[config.mk]
export PLATFORM = sky130hd
export DESIGN_NAME = hbs_brake_seq
export DESIGN_NICKNAME = d
export VERILOG_FILES = /design/src/core/hbs_delay_cnt.v /design/src/core/hbs_brake_seq.v
export VERILOG_INCLUDE_DIRS = /design/src /design/src/core
export SDC_FILE = /design/constraint.sdc
export NUM_CORES = 1
export LEC_CHECK = 0
export BUFFER_PORTS_ARGS = -buffer_cell sky130_fd_sc_hd__buf_4
export CAP_MARGIN = 20
export CORE_ASPECT_RATIO = 0.7
export CORE_MARGIN = 3
export CORE_UTILIZATION = 55
export CTS_CLUSTER_DIAMETER = 120
export DETAILED_ROUTE_END_ITERATION = 6
export PLACE_DENSITY = 0.76
export SKIP_LAST_GASP = 1
export SYNTH_ARGS = -nofsm -noshare
export SYNTH_HDL_FRONTEND = slang
export SYNTH_HIERARCHICAL = 1
export SYNTH_SLANG_ARGS = --single-unit
[constraint.sdc]
create_clock -name core_clk_i -period 2.52 [get_ports core_clk_i]
set_input_delay 0.126 -clock core_clk_i [delete_from_list [all_inputs] [get_ports core_clk_i]]
set_output_delay 0.126 -clock core_clk_i [all_outputs]
set_load 0.005 [all_outputs]
[src/core/hbs_regs.vh]
// Constants of the holding brake sequencer: setting addresses, field
// positions, reset values, groups and timing counts.
// Assumes the includer is a Verilog or SystemVerilog design or bench file.
`ifndef HBS_REGS_VH
`define HBS_REGS_VH

// ********************************************************************
// Address layout: {group[2:0], index[3:0], 2'b00}
// ********************************************************************
`define HBS_ADDR_W        9
`define HBS_GRP_MSB       8
`define HBS_GRP_LSB       6
`define HBS_IDX_MSB       5
`define HBS_IDX_LSB       2
`define HBS_DATA_W        16

// Setting groups
`define HBS_GRP_MONITOR   3'h0
`define HBS_GRP_BASIC     3'h1
`define HBS_GRP_EXTEND    3'h2
`define HBS_GRP_COMM      3'h3
`define HBS_GRP_DIAG      3'h4

// ********************************************************************
// Setting byte addresses
// ********************************************************************
`define HBS_A_IDENT       9'h000
`define HBS_A_STATUS      9'h004
`define HBS_A_REL_DLY     9'h040
`define HBS_A_ENG_DLY     9'h044
`define HBS_A_SPD_THR     9'h048
`define HBS_A_BRK_CFG     9'h080
`define HBS_A_COMM_SCR    9'h0C0
`define HBS_A_REJ_CNT     9'h100
`define HBS_A_ENG_CAUSE   9'h104

// ********************************************************************
// Reset values and fields
// ********************************************************************
`define HBS_IDENT_VAL     16'h00A5 // Arbitrary value
`define HBS_REL_DLY_RST   16'h0000
`define HBS_ENG_DLY_RST   16'h0000
`define HBS_SPD_THR_RST   16'h0014
`define HBS_BRK_CFG_RST   16'h0001
`define HBS_COMM_SCR_RST  16'h0000
`define HBS_CFG_AUTO_BIT  0
`define HBS_ST_BRK_BIT    0
`define HBS_ST_SEN_BIT    1
`define HBS_ST_FSM_LSB    2
`define HBS_ST_PEND_BIT   4
`define HBS_CAUSE_SPD     2'h1
`define HBS_CAUSE_TMO     2'h2

// ********************************************************************
// Timing: delay settings count in milliseconds
// ********************************************************************
`define HBS_CLK_NS        20
`define HBS_MS_NS         1000000
`define HBS_CYC_PER_MS    (`HBS_MS_NS / `HBS_CLK_NS)

`endif

[src/core/hbs_delay_cnt.v]
// Millisecond delay timer used for the brake release and engage delays.
// Assumes start is a one-cycle pulse and setting is stable while running.
`timescale 1ns/1ps

module hbs_delay_cnt #(
  parameter CYC_PER_MS = 50000,
  parameter PRE_W      = 16,
  parameter DLY_W      = 16
) (
  // Clock and reset
  input  wire             core_clk_i,
  input  wire             rst_i,
  // Control
  input  wire             start_i,
  input  wire             cancel_i,
  input  wire [DLY_W-1:0] setting_i,
  // Status
  output wire             busy_o,
  output wire             done_o
);

  // Full-width last count, cut to the prescaler on purpose
  localparam [31:0]      PRE_LAST_W = CYC_PER_MS - 1;
  localparam [PRE_W-1:0] PRE_LAST   = PRE_LAST_W[PRE_W-1:0];

  reg             run_r;
  reg [PRE_W-1:0] pre_r;
  reg [DLY_W-1:0] ms_r;

  // Expiry once whole milliseconds reach the setting
  assign done_o = run_r && (ms_r >= setting_i);
  assign busy_o = run_r;

  // ******************************************************************
  // Prescaler and millisecond count
  // ******************************************************************
  always @(posedge core_clk_i) begin
    if (rst_i || cancel_i) begin
      run_r <= 1'b0;
      pre_r <= {PRE_W{1'b0}};
      ms_r  <= {DLY_W{1'b0}};
    end else if (start_i) begin
      run_r <= 1'b1;
      pre_r <= {PRE_W{1'b0}};
      ms_r  <= {DLY_W{1'b0}};
    end else if (done_o) begin
      run_r <= 1'b0; // One expiry per start
    end else if (run_r) begin
      if (pre_r == PRE_LAST) begin
        pre_r <= {PRE_W{1'b0}};
        ms_r  <= ms_r + {{(DLY_W-1){1'b0}}, 1'b1};
      end else begin
        pre_r <= pre_r + {{(PRE_W-1){1'b0}}, 1'b1};
      end
    end
  end

endmodule

[src/core/hbs_brake_seq.v]
// Holding brake sequencer: drives the brake release output from the
// servo enable input, with release/engage delays and speed threshold,
// plus the setting store with its access attributes.
// Assumes all inputs synchronous to core_clk_i; motor speed is an
// unsigned magnitude in the same unit as the threshold setting.
//
// Summary of operation
// - Output low: brake engaged, motor locked
// - Output high: brake released, motor free
// - Separate release and engage delay settings
// - Engage at delay expiry while still fast
// - Engage early once speed drops below threshold
// - Brake engages only after servo disabled or at a drive restart
// - Read-only settings ignore writes
// - Locked settings reject writes while servo on
// - Restart settings apply after next restart
// - Volatile settings return to default
// - Settings in five numbered groups
`timescale 1ns/1ps
`include "hbs_regs.vh"

module hbs_brake_seq #(
  parameter CYC_PER_MS = `HBS_CYC_PER_MS,
  parameter IDENT      = `HBS_IDENT_VAL // Arbitrary identity value
) (
  // Clock and reset
  input  wire                   core_clk_i,
  input  wire                   rst_i,
  // Drive restart that keeps non-volatile settings
  input  wire                   drive_restart_i,
  // Servo and motor
  input  wire                   servo_enable_in_i,
  input  wire [`HBS_DATA_W-1:0] motor_speed_i,
  // Setting port
  input  wire [`HBS_ADDR_W-1:0] reg_addr_i,
  input  wire [`HBS_DATA_W-1:0] reg_wdata_i,
  input  wire                   reg_we_i,
  input  wire                   reg_re_i,
  output reg  [`HBS_DATA_W-1:0] reg_rdata_o,
  // Brake relay
  output wire                   brake_release_out_o
);

  // ******************************************************************
  // Sequencer states
  // ******************************************************************
  // Locked: release output low, waiting for servo on.
  // Release wait: release delay running; servo off aborts it.
  // Released: motor free while the servo holds it.
  // Engage wait: engage delay running, speed watched every cycle.
  localparam [1:0] ST_LOCKED   = 2'b00;
  localparam [1:0] ST_REL_WAIT = 2'b01;
  localparam [1:0] ST_RELEASED = 2'b10;
  localparam [1:0] ST_ENG_WAIT = 2'b11;

  // Counter increment, sized to the counter
  localparam [15:0] ONE16 = 16'h0001;

  // Sequencer registers and strobes
  reg  [1:0]             state_r;
  reg  [1:0]             state_nxt;
  reg                    brake_r;
  reg                    brake_nxt;
  reg                    sen_q_r;
  reg                    rel_start;
  reg                    eng_start;
  reg  [1:0]             cause_r;

  // Settings; config keeps a stored copy for software and an active
  // copy that the sequencer uses
  reg  [`HBS_DATA_W-1:0] rel_dly_r;
  reg  [`HBS_DATA_W-1:0] eng_dly_r;
  reg  [`HBS_DATA_W-1:0] spd_thr_r;
  reg  [`HBS_DATA_W-1:0] cfg_store_r;
  reg  [`HBS_DATA_W-1:0] cfg_act_r;
  reg  [`HBS_DATA_W-1:0] comm_scr_r;
  reg  [`HBS_DATA_W-1:0] rej_cnt_r;

  // Decode and timer nets
  wire                   sen_fall;
  wire                   rel_done;
  wire                   eng_done;
  wire                   slow;
  wire                   auto_en;
  wire                   cfg_pend;
  wire                   wr_locked;
  wire                   wr_rej;
  wire [2:0]             acc_grp;

  // Servo edge and speed compare; equal speed is not slow, so it
  // waits on the engage timer.
  assign sen_fall = !servo_enable_in_i && sen_q_r;
  assign slow     = (motor_speed_i < spd_thr_r);
  assign auto_en  = cfg_act_r[`HBS_CFG_AUTO_BIT];
  assign cfg_pend = (cfg_store_r != cfg_act_r);
  assign acc_grp  = reg_addr_i[`HBS_GRP_MSB:`HBS_GRP_LSB];

  // Register high releases, low engages
  assign brake_release_out_o = brake_r;

  // ******************************************************************
  // Delay timers
  // ******************************************************************
  // Each timer is cleared once its wait state is left, so a stale
  // expiry cannot leak into a later sequence. Restart clears both.
  // Release delay timer
  hbs_delay_cnt #(
    .CYC_PER_MS (CYC_PER_MS),
    .PRE_W      (16),
    .DLY_W      (`HBS_DATA_W)
  ) u_rel_cnt (
    .core_clk_i (core_clk_i),
    .rst_i      (rst_i || drive_restart_i),
    .start_i    (rel_start),
    .cancel_i   (state_r != ST_REL_WAIT && !rel_start),
    .setting_i  (rel_dly_r),
    .busy_o     (),
    .done_o     (rel_done)
  );

  // Engage delay timer
  hbs_delay_cnt #(
    .CYC_PER_MS (CYC_PER_MS),
    .PRE_W      (16),
    .DLY_W      (`HBS_DATA_W)
  ) u_eng_cnt (
    .core_clk_i (core_clk_i),
    .rst_i      (rst_i || drive_restart_i),
    .start_i    (eng_start),
    .cancel_i   (state_r != ST_ENG_WAIT && !eng_start),
    .setting_i  (eng_dly_r),
    .busy_o     (),
    .done_o     (eng_done)
  );

  // ******************************************************************
  // Brake sequencer
  // ******************************************************************
  // Next state; here the release output only falls in ST_ENG_WAIT, which
  // is reached only with servo off, so only a restart can bite a driven
  // motor. The servo level is tested first in both wait states, so a
  // returning servo always beats a pending timer.
  always @* begin
    state_nxt = state_r;
    brake_nxt = brake_r;
    rel_start = 1'b0;
    eng_start = 1'b0;
    case (state_r)
      ST_LOCKED: begin
        brake_nxt = 1'b0;
        if (servo_enable_in_i) begin
          state_nxt = ST_REL_WAIT;
          rel_start = 1'b1;
        end
      end
      ST_REL_WAIT: begin
        if (!servo_enable_in_i) begin
          state_nxt = ST_LOCKED;
        end else if (rel_done || !auto_en) begin
          state_nxt = ST_RELEASED;
          brake_nxt = 1'b1;
        end
      end
      ST_RELEASED: begin
        brake_nxt = 1'b1;
        if (sen_fall || !servo_enable_in_i) begin
          state_nxt = ST_ENG_WAIT;
          eng_start = 1'b1;
        end
      end
      ST_ENG_WAIT: begin
        if (servo_enable_in_i) begin
          state_nxt = ST_RELEASED; // Servo back on, keep released
        end else if (slow || !auto_en) begin
          state_nxt = ST_LOCKED;
          brake_nxt = 1'b0;
        end else if (eng_done) begin
          state_nxt = ST_LOCKED;
          brake_nxt = 1'b0;
        end
      end
      default: begin
        state_nxt = ST_LOCKED;
        brake_nxt = 1'b0;
      end
    endcase
  end

  // State, output and engage cause registers
  // Cause notes speed if slow when the brake closed, else timeout.
  // Restart returns the sequencer to locked, like power-on.
  always @(posedge core_clk_i) begin
    if (rst_i || drive_restart_i) begin
      state_r <= ST_LOCKED;
      brake_r <= 1'b0;
      sen_q_r <= 1'b0;
      cause_r <= 2'b00;
    end else begin
      state_r <= state_nxt;
      brake_r <= brake_nxt;
      sen_q_r <= servo_enable_in_i;
      if (state_r == ST_ENG_WAIT && state_nxt == ST_LOCKED) begin
        cause_r <= slow ? `HBS_CAUSE_SPD : `HBS_CAUSE_TMO;
      end
    end
  end

  // ******************************************************************
  // Setting writes
  // ******************************************************************
  // Delay settings are locked while the servo is on; a write then is
  // dropped and counted so software can see it was refused.
  // Other writable settings accept writes whatever the servo level.
  assign wr_locked = servo_enable_in_i &&
                     (reg_addr_i == `HBS_A_REL_DLY ||
                      reg_addr_i == `HBS_A_ENG_DLY);
  assign wr_rej    = reg_we_i && wr_locked;

  // Non-volatile settings: kept across a drive restart
  always @(posedge core_clk_i) begin
    if (rst_i) begin
      rel_dly_r   <= `HBS_REL_DLY_RST;
      eng_dly_r   <= `HBS_ENG_DLY_RST;
      cfg_store_r <= `HBS_BRK_CFG_RST;
      comm_scr_r  <= `HBS_COMM_SCR_RST;
    end else if (reg_we_i && !wr_locked) begin
      case (reg_addr_i)
        `HBS_A_REL_DLY:  rel_dly_r   <= reg_wdata_i;
        `HBS_A_ENG_DLY:  eng_dly_r   <= reg_wdata_i;
        `HBS_A_BRK_CFG:  cfg_store_r <= reg_wdata_i;
        `HBS_A_COMM_SCR: comm_scr_r  <= reg_wdata_i;
        default: begin
          // Read-only and unmapped addresses keep their value
          rel_dly_r <= rel_dly_r;
        end
      endcase
    end
  end

  // Volatile threshold: default again after every restart
  // Never locked: a new threshold moves the early engage; the engage delay still bounds the wait.
  always @(posedge core_clk_i) begin
    if (rst_i || drive_restart_i) begin
      spd_thr_r <= `HBS_SPD_THR_RST;
    end else if (reg_we_i && reg_addr_i == `HBS_A_SPD_THR) begin
      spd_thr_r <= reg_wdata_i;
    end
  end

  // Active configuration only follows the stored one at a restart,
  // so a change cannot upset a motion in progress.
  // Power-on reset loads the default, not the stored copy.
  always @(posedge core_clk_i) begin
    if (rst_i) begin
      cfg_act_r <= `HBS_BRK_CFG_RST;
    end else if (drive_restart_i) begin
      cfg_act_r <= cfg_store_r;
    end
  end

  // Refused write counter, saturating
  // Saturates rather than wraps, so a long burst is never hidden.
  always @(posedge core_clk_i) begin
    if (rst_i || drive_restart_i) begin
      rej_cnt_r <= 16'h0000;
    end else if (wr_rej && rej_cnt_r != 16'hFFFF) begin
      rej_cnt_r <= rej_cnt_r + ONE16;
    end
  end

  // ******************************************************************
  // Setting reads
  // ******************************************************************
  // Read data stand one cycle after the strobe, zero otherwise;
  // unmapped addresses and groups above diagnosis read as zero.
  // Status packs pending config, state, servo level and brake level.
  // Identity is a fixed parameter; writes to it fall through.
  always @(posedge core_clk_i) begin
    if (rst_i || !reg_re_i || acc_grp > `HBS_GRP_DIAG) begin
      reg_rdata_o <= 16'h0000;
    end else begin
      case (reg_addr_i)
        `HBS_A_IDENT:     reg_rdata_o <= IDENT;
        `HBS_A_STATUS:    reg_rdata_o <= {11'h000, cfg_pend,
                                          state_r,
                                          servo_enable_in_i,
                                          brake_r};
        `HBS_A_REL_DLY:   reg_rdata_o <= rel_dly_r;
        `HBS_A_ENG_DLY:   reg_rdata_o <= eng_dly_r;
        `HBS_A_SPD_THR:   reg_rdata_o <= spd_thr_r;
        `HBS_A_BRK_CFG:   reg_rdata_o <= cfg_store_r;
        `HBS_A_COMM_SCR:  reg_rdata_o <= comm_scr_r;
        `HBS_A_REJ_CNT:   reg_rdata_o <= rej_cnt_r;
        `HBS_A_ENG_CAUSE: reg_rdata_o <= {14'h0000, cause_r};
        default:          reg_rdata_o <= 16'h0000;
      endcase
    end
  end

endmodule

=== Word-level counts from Yosys, hierarchy flattened ===
Index checks and enable logic that the tools add are counted.

* Register bits after elaboration: 200
* Input port bits: 47

* Muxes and demuxes: 25
* Add/sub/neg operators: 5
* Bitwise gates (word level): 2
* Reductions and logical operators: 42
* Equal/unequal tests: 21
* Order comparisons: 4

{| class="wikitable"
|+ Operator list
! cell !! number
|-
| $pmux W16 S9 || 1
|-
| $add A16 B1 Y16 const B || 5
|-
| $eq A16 B16 Y1 const B || 2
|-
| $ge A16 B16 Y1 || 2
|-
| $mux W16 || 2
|-
| $eq A9 B7 Y1 const B || 3
|-
| $eq A9 B8 Y1 const B || 2
|-
| $eq A9 B9 Y1 const B || 2
|-
| $lt A16 B16 Y1 || 1
|-
| $mux W2 || 8
|-
| $ne A16 B16 Y1 || 1
|-
| $ne A16 B16 Y1 const B || 1
|-
| $mux W1 || 12
|-
| $reduce_and A2 Y1 || 6
|-
| $logic_and A1 B1 Y1 || 11
|-
| $eq A9 B3 Y1 const B || 1
|-
| $logic_not A9 Y1 || 1
|-
| $logic_or A1 B1 Y1 || 9
|-
| $ne A2 B2 Y1 const B || 4
|-
| $pmux W2 S4 || 1
|-
| $logic_not A1 Y1 || 6
|-
| $reduce_and A3 Y1 || 2
|-
| $eq A2 B2 Y1 const B || 2
|-
| $logic_not A2 Y1 || 2
|-
| 9 further kinds || 12
|}

=== Longest topological paths before layout ===
* Depth after elaboration: 9
* Depth in mapped cells: 13
* Depth with buffers taken out: 12

=== Hierarchy ===
Netlist, hierarchy kept.

{| class="wikitable"
|+ By module, submodules not included
! module !! area an instance (sq um) !! instances !! cells each
|-
| hbs_brake_seq || 6317.3 || 1 || 741
|-
| hbs_delay_cnt || 1989.4 || 2 || 244
|}

=== Worst setup path after synthesis ===
No wires, ideal clock.

* Kind: register to register
* From: reg u_rel_cnt.ms_r[0]
* To: reg state_r[1]
* Clock period less this slack: 2.632 ns
* Stages on the path, launching flop included: 14
* Required time: 2.388 ns
* Path buffers: 1
* Slack: -0.112 ns
* Arrival time: 2.500 ns
* Path through: dfxtp_1 > inv_1 > ha_1 > nand2b_1 > a2111o_1 > a31oi_2 > clkbuf_1 > a21boi_0 > nand2b_1 > nor2_1 > nor2_1 > o21a_1 > o31ai_1 > a21oi_1

* Word-level cells in the longest chain between the ends: 6

{| class="wikitable"
|+ Ends and longest elaborated chain
! what !! RTL line !! RTL
|-
| start, declared || hbs_delay_cnt.v:28 || <nowiki>reg [DLY_W-1:0] ms_r;</nowiki>
|-
| start signal, assigned || hbs_delay_cnt.v:41 || <nowiki>ms_r <= {DLY_W{1'b0}};</nowiki>
|-
| start signal, assigned || hbs_delay_cnt.v:45 || <nowiki>ms_r <= {DLY_W{1'b0}};</nowiki>
|-
| start signal, assigned || hbs_delay_cnt.v:51 || <nowiki>ms_r <= ms_r + {{(DLY_W-1){1'b0}}, 1'b1};</nowiki>
|-
| $ge A16 B16 Y1 || hbs_delay_cnt.v:31 || <nowiki>assign done_o = run_r && (ms_r >= setting_i);</nowiki>
|-
| $logic_and A1 B1 Y1 || hbs_delay_cnt.v:31 ||
|-
| via rel_done || hbs_brake_seq.v:81 || <nowiki>wire rel_done;</nowiki>
|-
| $logic_or A1 B1 Y1 || hbs_brake_seq.v:159 || <nowiki>end else if (rel_done || !auto_en) begin</nowiki>
|-
| $mux W2 || hbs_brake_seq.v:159 ||
|-
| $mux W2 || hbs_brake_seq.v:157 || <nowiki>if (!servo_enable_in_i) begin</nowiki>
|-
| $pmux W2 S4 || hbs_brake_seq.v:148 || <nowiki>case (state_r)</nowiki>
|-
| end signal, assigned || hbs_brake_seq.v:199 || <nowiki>state_r <= state_nxt;</nowiki>
|-
| end, declared || hbs_brake_seq.v:60 || <nowiki>reg [1:0] state_r;</nowiki>
|}

The timed path passes the listed nets, and every way through them passes these cells.
A chain may end at the register's enable or synchronous reset.

=== Final worst setup path ===
* From: reg rel_dly_r[9]
* To: reg u_rel_cnt.ms_r[13]

* Word-level cells in the longest chain between the ends: 4

{| class="wikitable"
|+ Ends and longest elaborated chain
! what !! RTL line !! RTL
|-
| start, declared || hbs_brake_seq.v:71 || <nowiki>reg [`HBS_DATA_W-1:0] rel_dly_r;</nowiki>
|-
| start signal, assigned || hbs_brake_seq.v:222 || <nowiki>rel_dly_r <= `HBS_REL_DLY_RST;</nowiki>
|-
| start signal, assigned || hbs_brake_seq.v:228 || <nowiki>`HBS_A_REL_DLY: rel_dly_r <= reg_wdata_i;</nowiki>
|-
| start signal, assigned || hbs_brake_seq.v:234 || <nowiki>rel_dly_r <= rel_dly_r;</nowiki>
|-
| $ge A16 B16 Y1 || hbs_delay_cnt.v:31 ||
|-
| $logic_and A1 B1 Y1 || hbs_delay_cnt.v:31 ||
|-
| $not A1 Y1 (no line) || -- ||
|-
| $reduce_and A3 Y1 (no line) || -- ||
|}

No other way between the ends.

==> results.md <==
- Clock buffer depth: 2
- R2R depth: 10
- Core footprint: 18210 sq um
- Antenna diodes: 0
- Final Max Tran Viols: 0
- Hold endpoint: reg_rdata_o[4]
- Starting Density: 0.5654
- Synth top area cells: dfxtp_1, nand2_1, ha_1, a21oi_1, xor2_1
- Syn_nets: 1333
- Post-route ant nets: 0
- Global Route Usage Sum: 0.2783
- Sum Neg Setup Slack: 0 ns
- Critical Path Fanout Max: 12
- CP max-delay cell: dfxtp_2
- Pre-antenna DRT Iters: 6
- Number of antenna violations at the first check in global routing: 0
- Drt initial violations: 1179
- Fin cells: 1580
- Primary FF master, synth: dfxtp_1
- Max incr delay on CP: 0.38 ns
- Count leader, synth: dfxtp_1
- Mapped Area: 10300 sq um
- R2R Setup Slk: 0.02 ns
- Outcome: completed
- Layout Skew: 0.009607 ns
- DIE AREA: 20420 sq um
- Worst Hold Class: in -> reg
- MaxCap Viol Count: 0
- Critical Path Source Type: flip-flop
- H-tree depth: 4
- First-pass GRT wire length: 45.57 mm
- Final Instance Area: 12370 sq um
- Leakage: 4.557 nW
- Async S/R FF share, synth: 0
- Reg-to-reg endpoint: u_rel_cnt/ms_r[13]
- Overall Power: 0.006237 W
- Slew of the pin with the lowest slew margin: 0.9016 ns
- Post-Synthesis Cells: 1229
- Max transition margin: 0.3989
- Post-route DRC: 0
- Switch Pwr: 0.001452 W
- Post-DP Area: 11230 sq um
- Post-synth EDFFs: 0
- Area grow syn2layout: 20.17%
- Comb power frac: 0.051
- Num CTS Buffers: 17
- Final Hold Violating Endpoints: 0
- Yosys Warn Count: 6
- Die Span Y: 120.5 um
- Vias in the first global route: 8713
- Seq/Total Area, Yosys: 0.3869
- Area fraction of the dominant cell type after synthesis: 0.3869
- Syn_area_per_cell: 8.378 sq um
- Crit share post-route: 0.9901
- Port Buffers: 63
- Post-synth top cells: dfxtp_1, nand2_1, nor2_1
- Class of the most critical setup path: reg -> reg
- Pin count of the biggest net entering global routing: 82
- Die X: 169.5 um
- Yosys reg bits: 199
- Launch point of the worst hold path: reg_re_i
- Boundary Pins: 64
- Layout cells sized above 1: 0.1860
- Clk sinks: 199
- GRT overflow: 0
- Crit end category: flip-flop
- Reg clk slew, reported paths: 0.08 ns
- Placement Rows: 41
- Critical Path RT: 2.88 ns
- Vias/cell: 6.008
- Fillers: 1395
- Layout Nets: 1435
- Fin util: 0.6794
- Final critical-path required period: 2.495 ns
- Pwr dens: 504.1 nW/um^2
- Setup repair after global routing missed its margin: true
- Most used cell, CP: buf_4
- Routed WL: 29.34 mm
- Hold Path Cell Cnt: 3
- Later-pin clock latency in the skew report: 0.44 ns
- Achievable clock frequency: 400.8 MHz
- CP cell instances: inv_1, ha_1, a21oi_2, nor3_4, buf_4, nor4b_4, nand4_1, buf_4, or3_1, a21oi_1
- Cell taking the most area after synthesis: dfxtp_1
- Vias: 9492
- Post-Place Cells: 1521
- CTS tree: done
- Reg2reg start: rel_dly_r[9]
- GP Congestion: 0.9033
- Clock group share of total power: 0.444
- Wire per inst: 18.57 um
- Pint: 0.004785 W
- Seq pwr share: 0.505
- Clock root cell: clkbuf_16
- Post-DP HPWL: 20.26 mm
- Final setup fails: 0
- Switching share of power: 0.2328
- Post-synthesis cell type count: 63
- CP Data Arrival Time: 2.85 ns
- Max IR drop VDD: 421.7 uV
==> placed cells by master, fill, tap and decap left out, drive strengths merged, types with 15 or more instances in the layout <==
cell type / count
buf: 124
nand4: 44
dfxtp: 199
xor2: 56
dlygate4sd3: 16
or3: 29
a21oi: 114
and3: 22
inv: 66
nand2: 191
mux2: 30
a222oi: 15
mux2i: 36
nand3: 30
nor2: 119
ha: 57
o21ai: 33
clkbuf: 19
==> registers in the layout (all words and copies together), names as in the netlist <==
signal               flops
u_eng_cnt/busy_o         1
cause_r                  2
u_eng_cnt/pre_r         16
reg_rdata_o             16
rej_cnt_r               16
comm_scr_r              16
u_rel_cnt/busy_o         1
u_eng_cnt/ms_r          16
spd_thr_r               16
brake_release_out_o      1
rel_dly_r               16
u_rel_cnt/pre_r         16
cfg_act_r               16
eng_dly_r               16
u_rel_cnt/ms_r          16
cfg_store_r             16
state_r                  2
==> power groups by stage <==
stage | clock network (W) | logic (W) | registers (W)
final | 0.00277 | 0.000317 | 0.00315
after global routing | 0.00292 | 0.000336 | 0.00315
after CTS | 0.00278 | 0.000298 | 0.00315
after detailed placement | 0 | 0.000277 | 0.00322
after global placement | 0 | 0.000273 | 0.00322
after floorplan | 0 | 0.000137 | 0.00322
==> repair_timing <==
action,CTS,global route
hold endpoints to repair,70,0
setup endpoints to repair,17,43
setup buffers,4,5
hold buffers,16,0
resized for setup,5,57
gates cloned,0,2
pin swaps,1,14
==> layer usage <==
metal,GRT usage,up-vias,part of all wire
li1,-,4502,-
met1,0.4142,4498,0.46
met2,0.4076,458,0.43
met3,0.07353,34,0.096
met4,0.05260,0,0.010
met5,0,-,0
==> worst max path at each step <==
stage	startpoint	end	slack (ns)
after floorplan	u_rel_cnt/ms_r[0]	state_r[1]	0.003
after global placement	eng_dly_r[13]	brake_release_out_o	-0.10
after detailed placement	eng_dly_r[15]	brake_release_out_o	-0.13
after CTS	eng_dly_r[9]	brake_release_out_o	-0.07
after global routing	rel_dly_r[9]	state_r[0]	-0.07
final	rel_dly_r[9]	u_rel_cnt/ms_r[13]	0.02
==> cell type report <==
cell class	count	area, sq um	area share
well taps	236	295.3	0.02386
clock inverters	13	145.1	0.01173
multi-input cells	910	6118	0.4945
repair buffers	140	1139	0.09202
inverters	63	236.5	0.01911
clock buffers	19	442.9	0.03580
flip-flops and latches	199	3996	0.3230
==> stage by stage <==
stage | worst slack (ns) | hold slack, ns
after global routing | -0.07105 | 0.06814
after CTS | -0.07065 | 0.06342
after floorplan | 0.003294 | 0.2503
after global placement | -0.1033 | 0.4056
after detailed placement | -0.1322 | 0.4207
final | 0.02485 | 0.08248
==> critical path, delay by kind of cell, from the launching register on <==
family / cells / cell delay, ns
flip-flops: 1 / 0.38
AO/OA/AOI/OAI: 2 / 0.35
AND/OR/NAND/NOR: 4 / 0.90
buffers and inverters: 3 / 0.43
adder cells (fa/ha/maj): 1 / 0.34
==> cells by family after synthesis <==
logic type / Yosys count / share of synthesized area
and+or+nand+nor: 515 / 0.2508
adders and majority gates: 57 / 0.06927
AOI/OAI and AO/OA: 204 / 0.1193
muxes: 66 / 0.06781
DFF: 199 / 0.3869
buffers and inverters: 120 / 0.04800
xor gates and xnor gates: 68 / 0.05784
No activity file was read; power rests on OpenSTA's default activity.
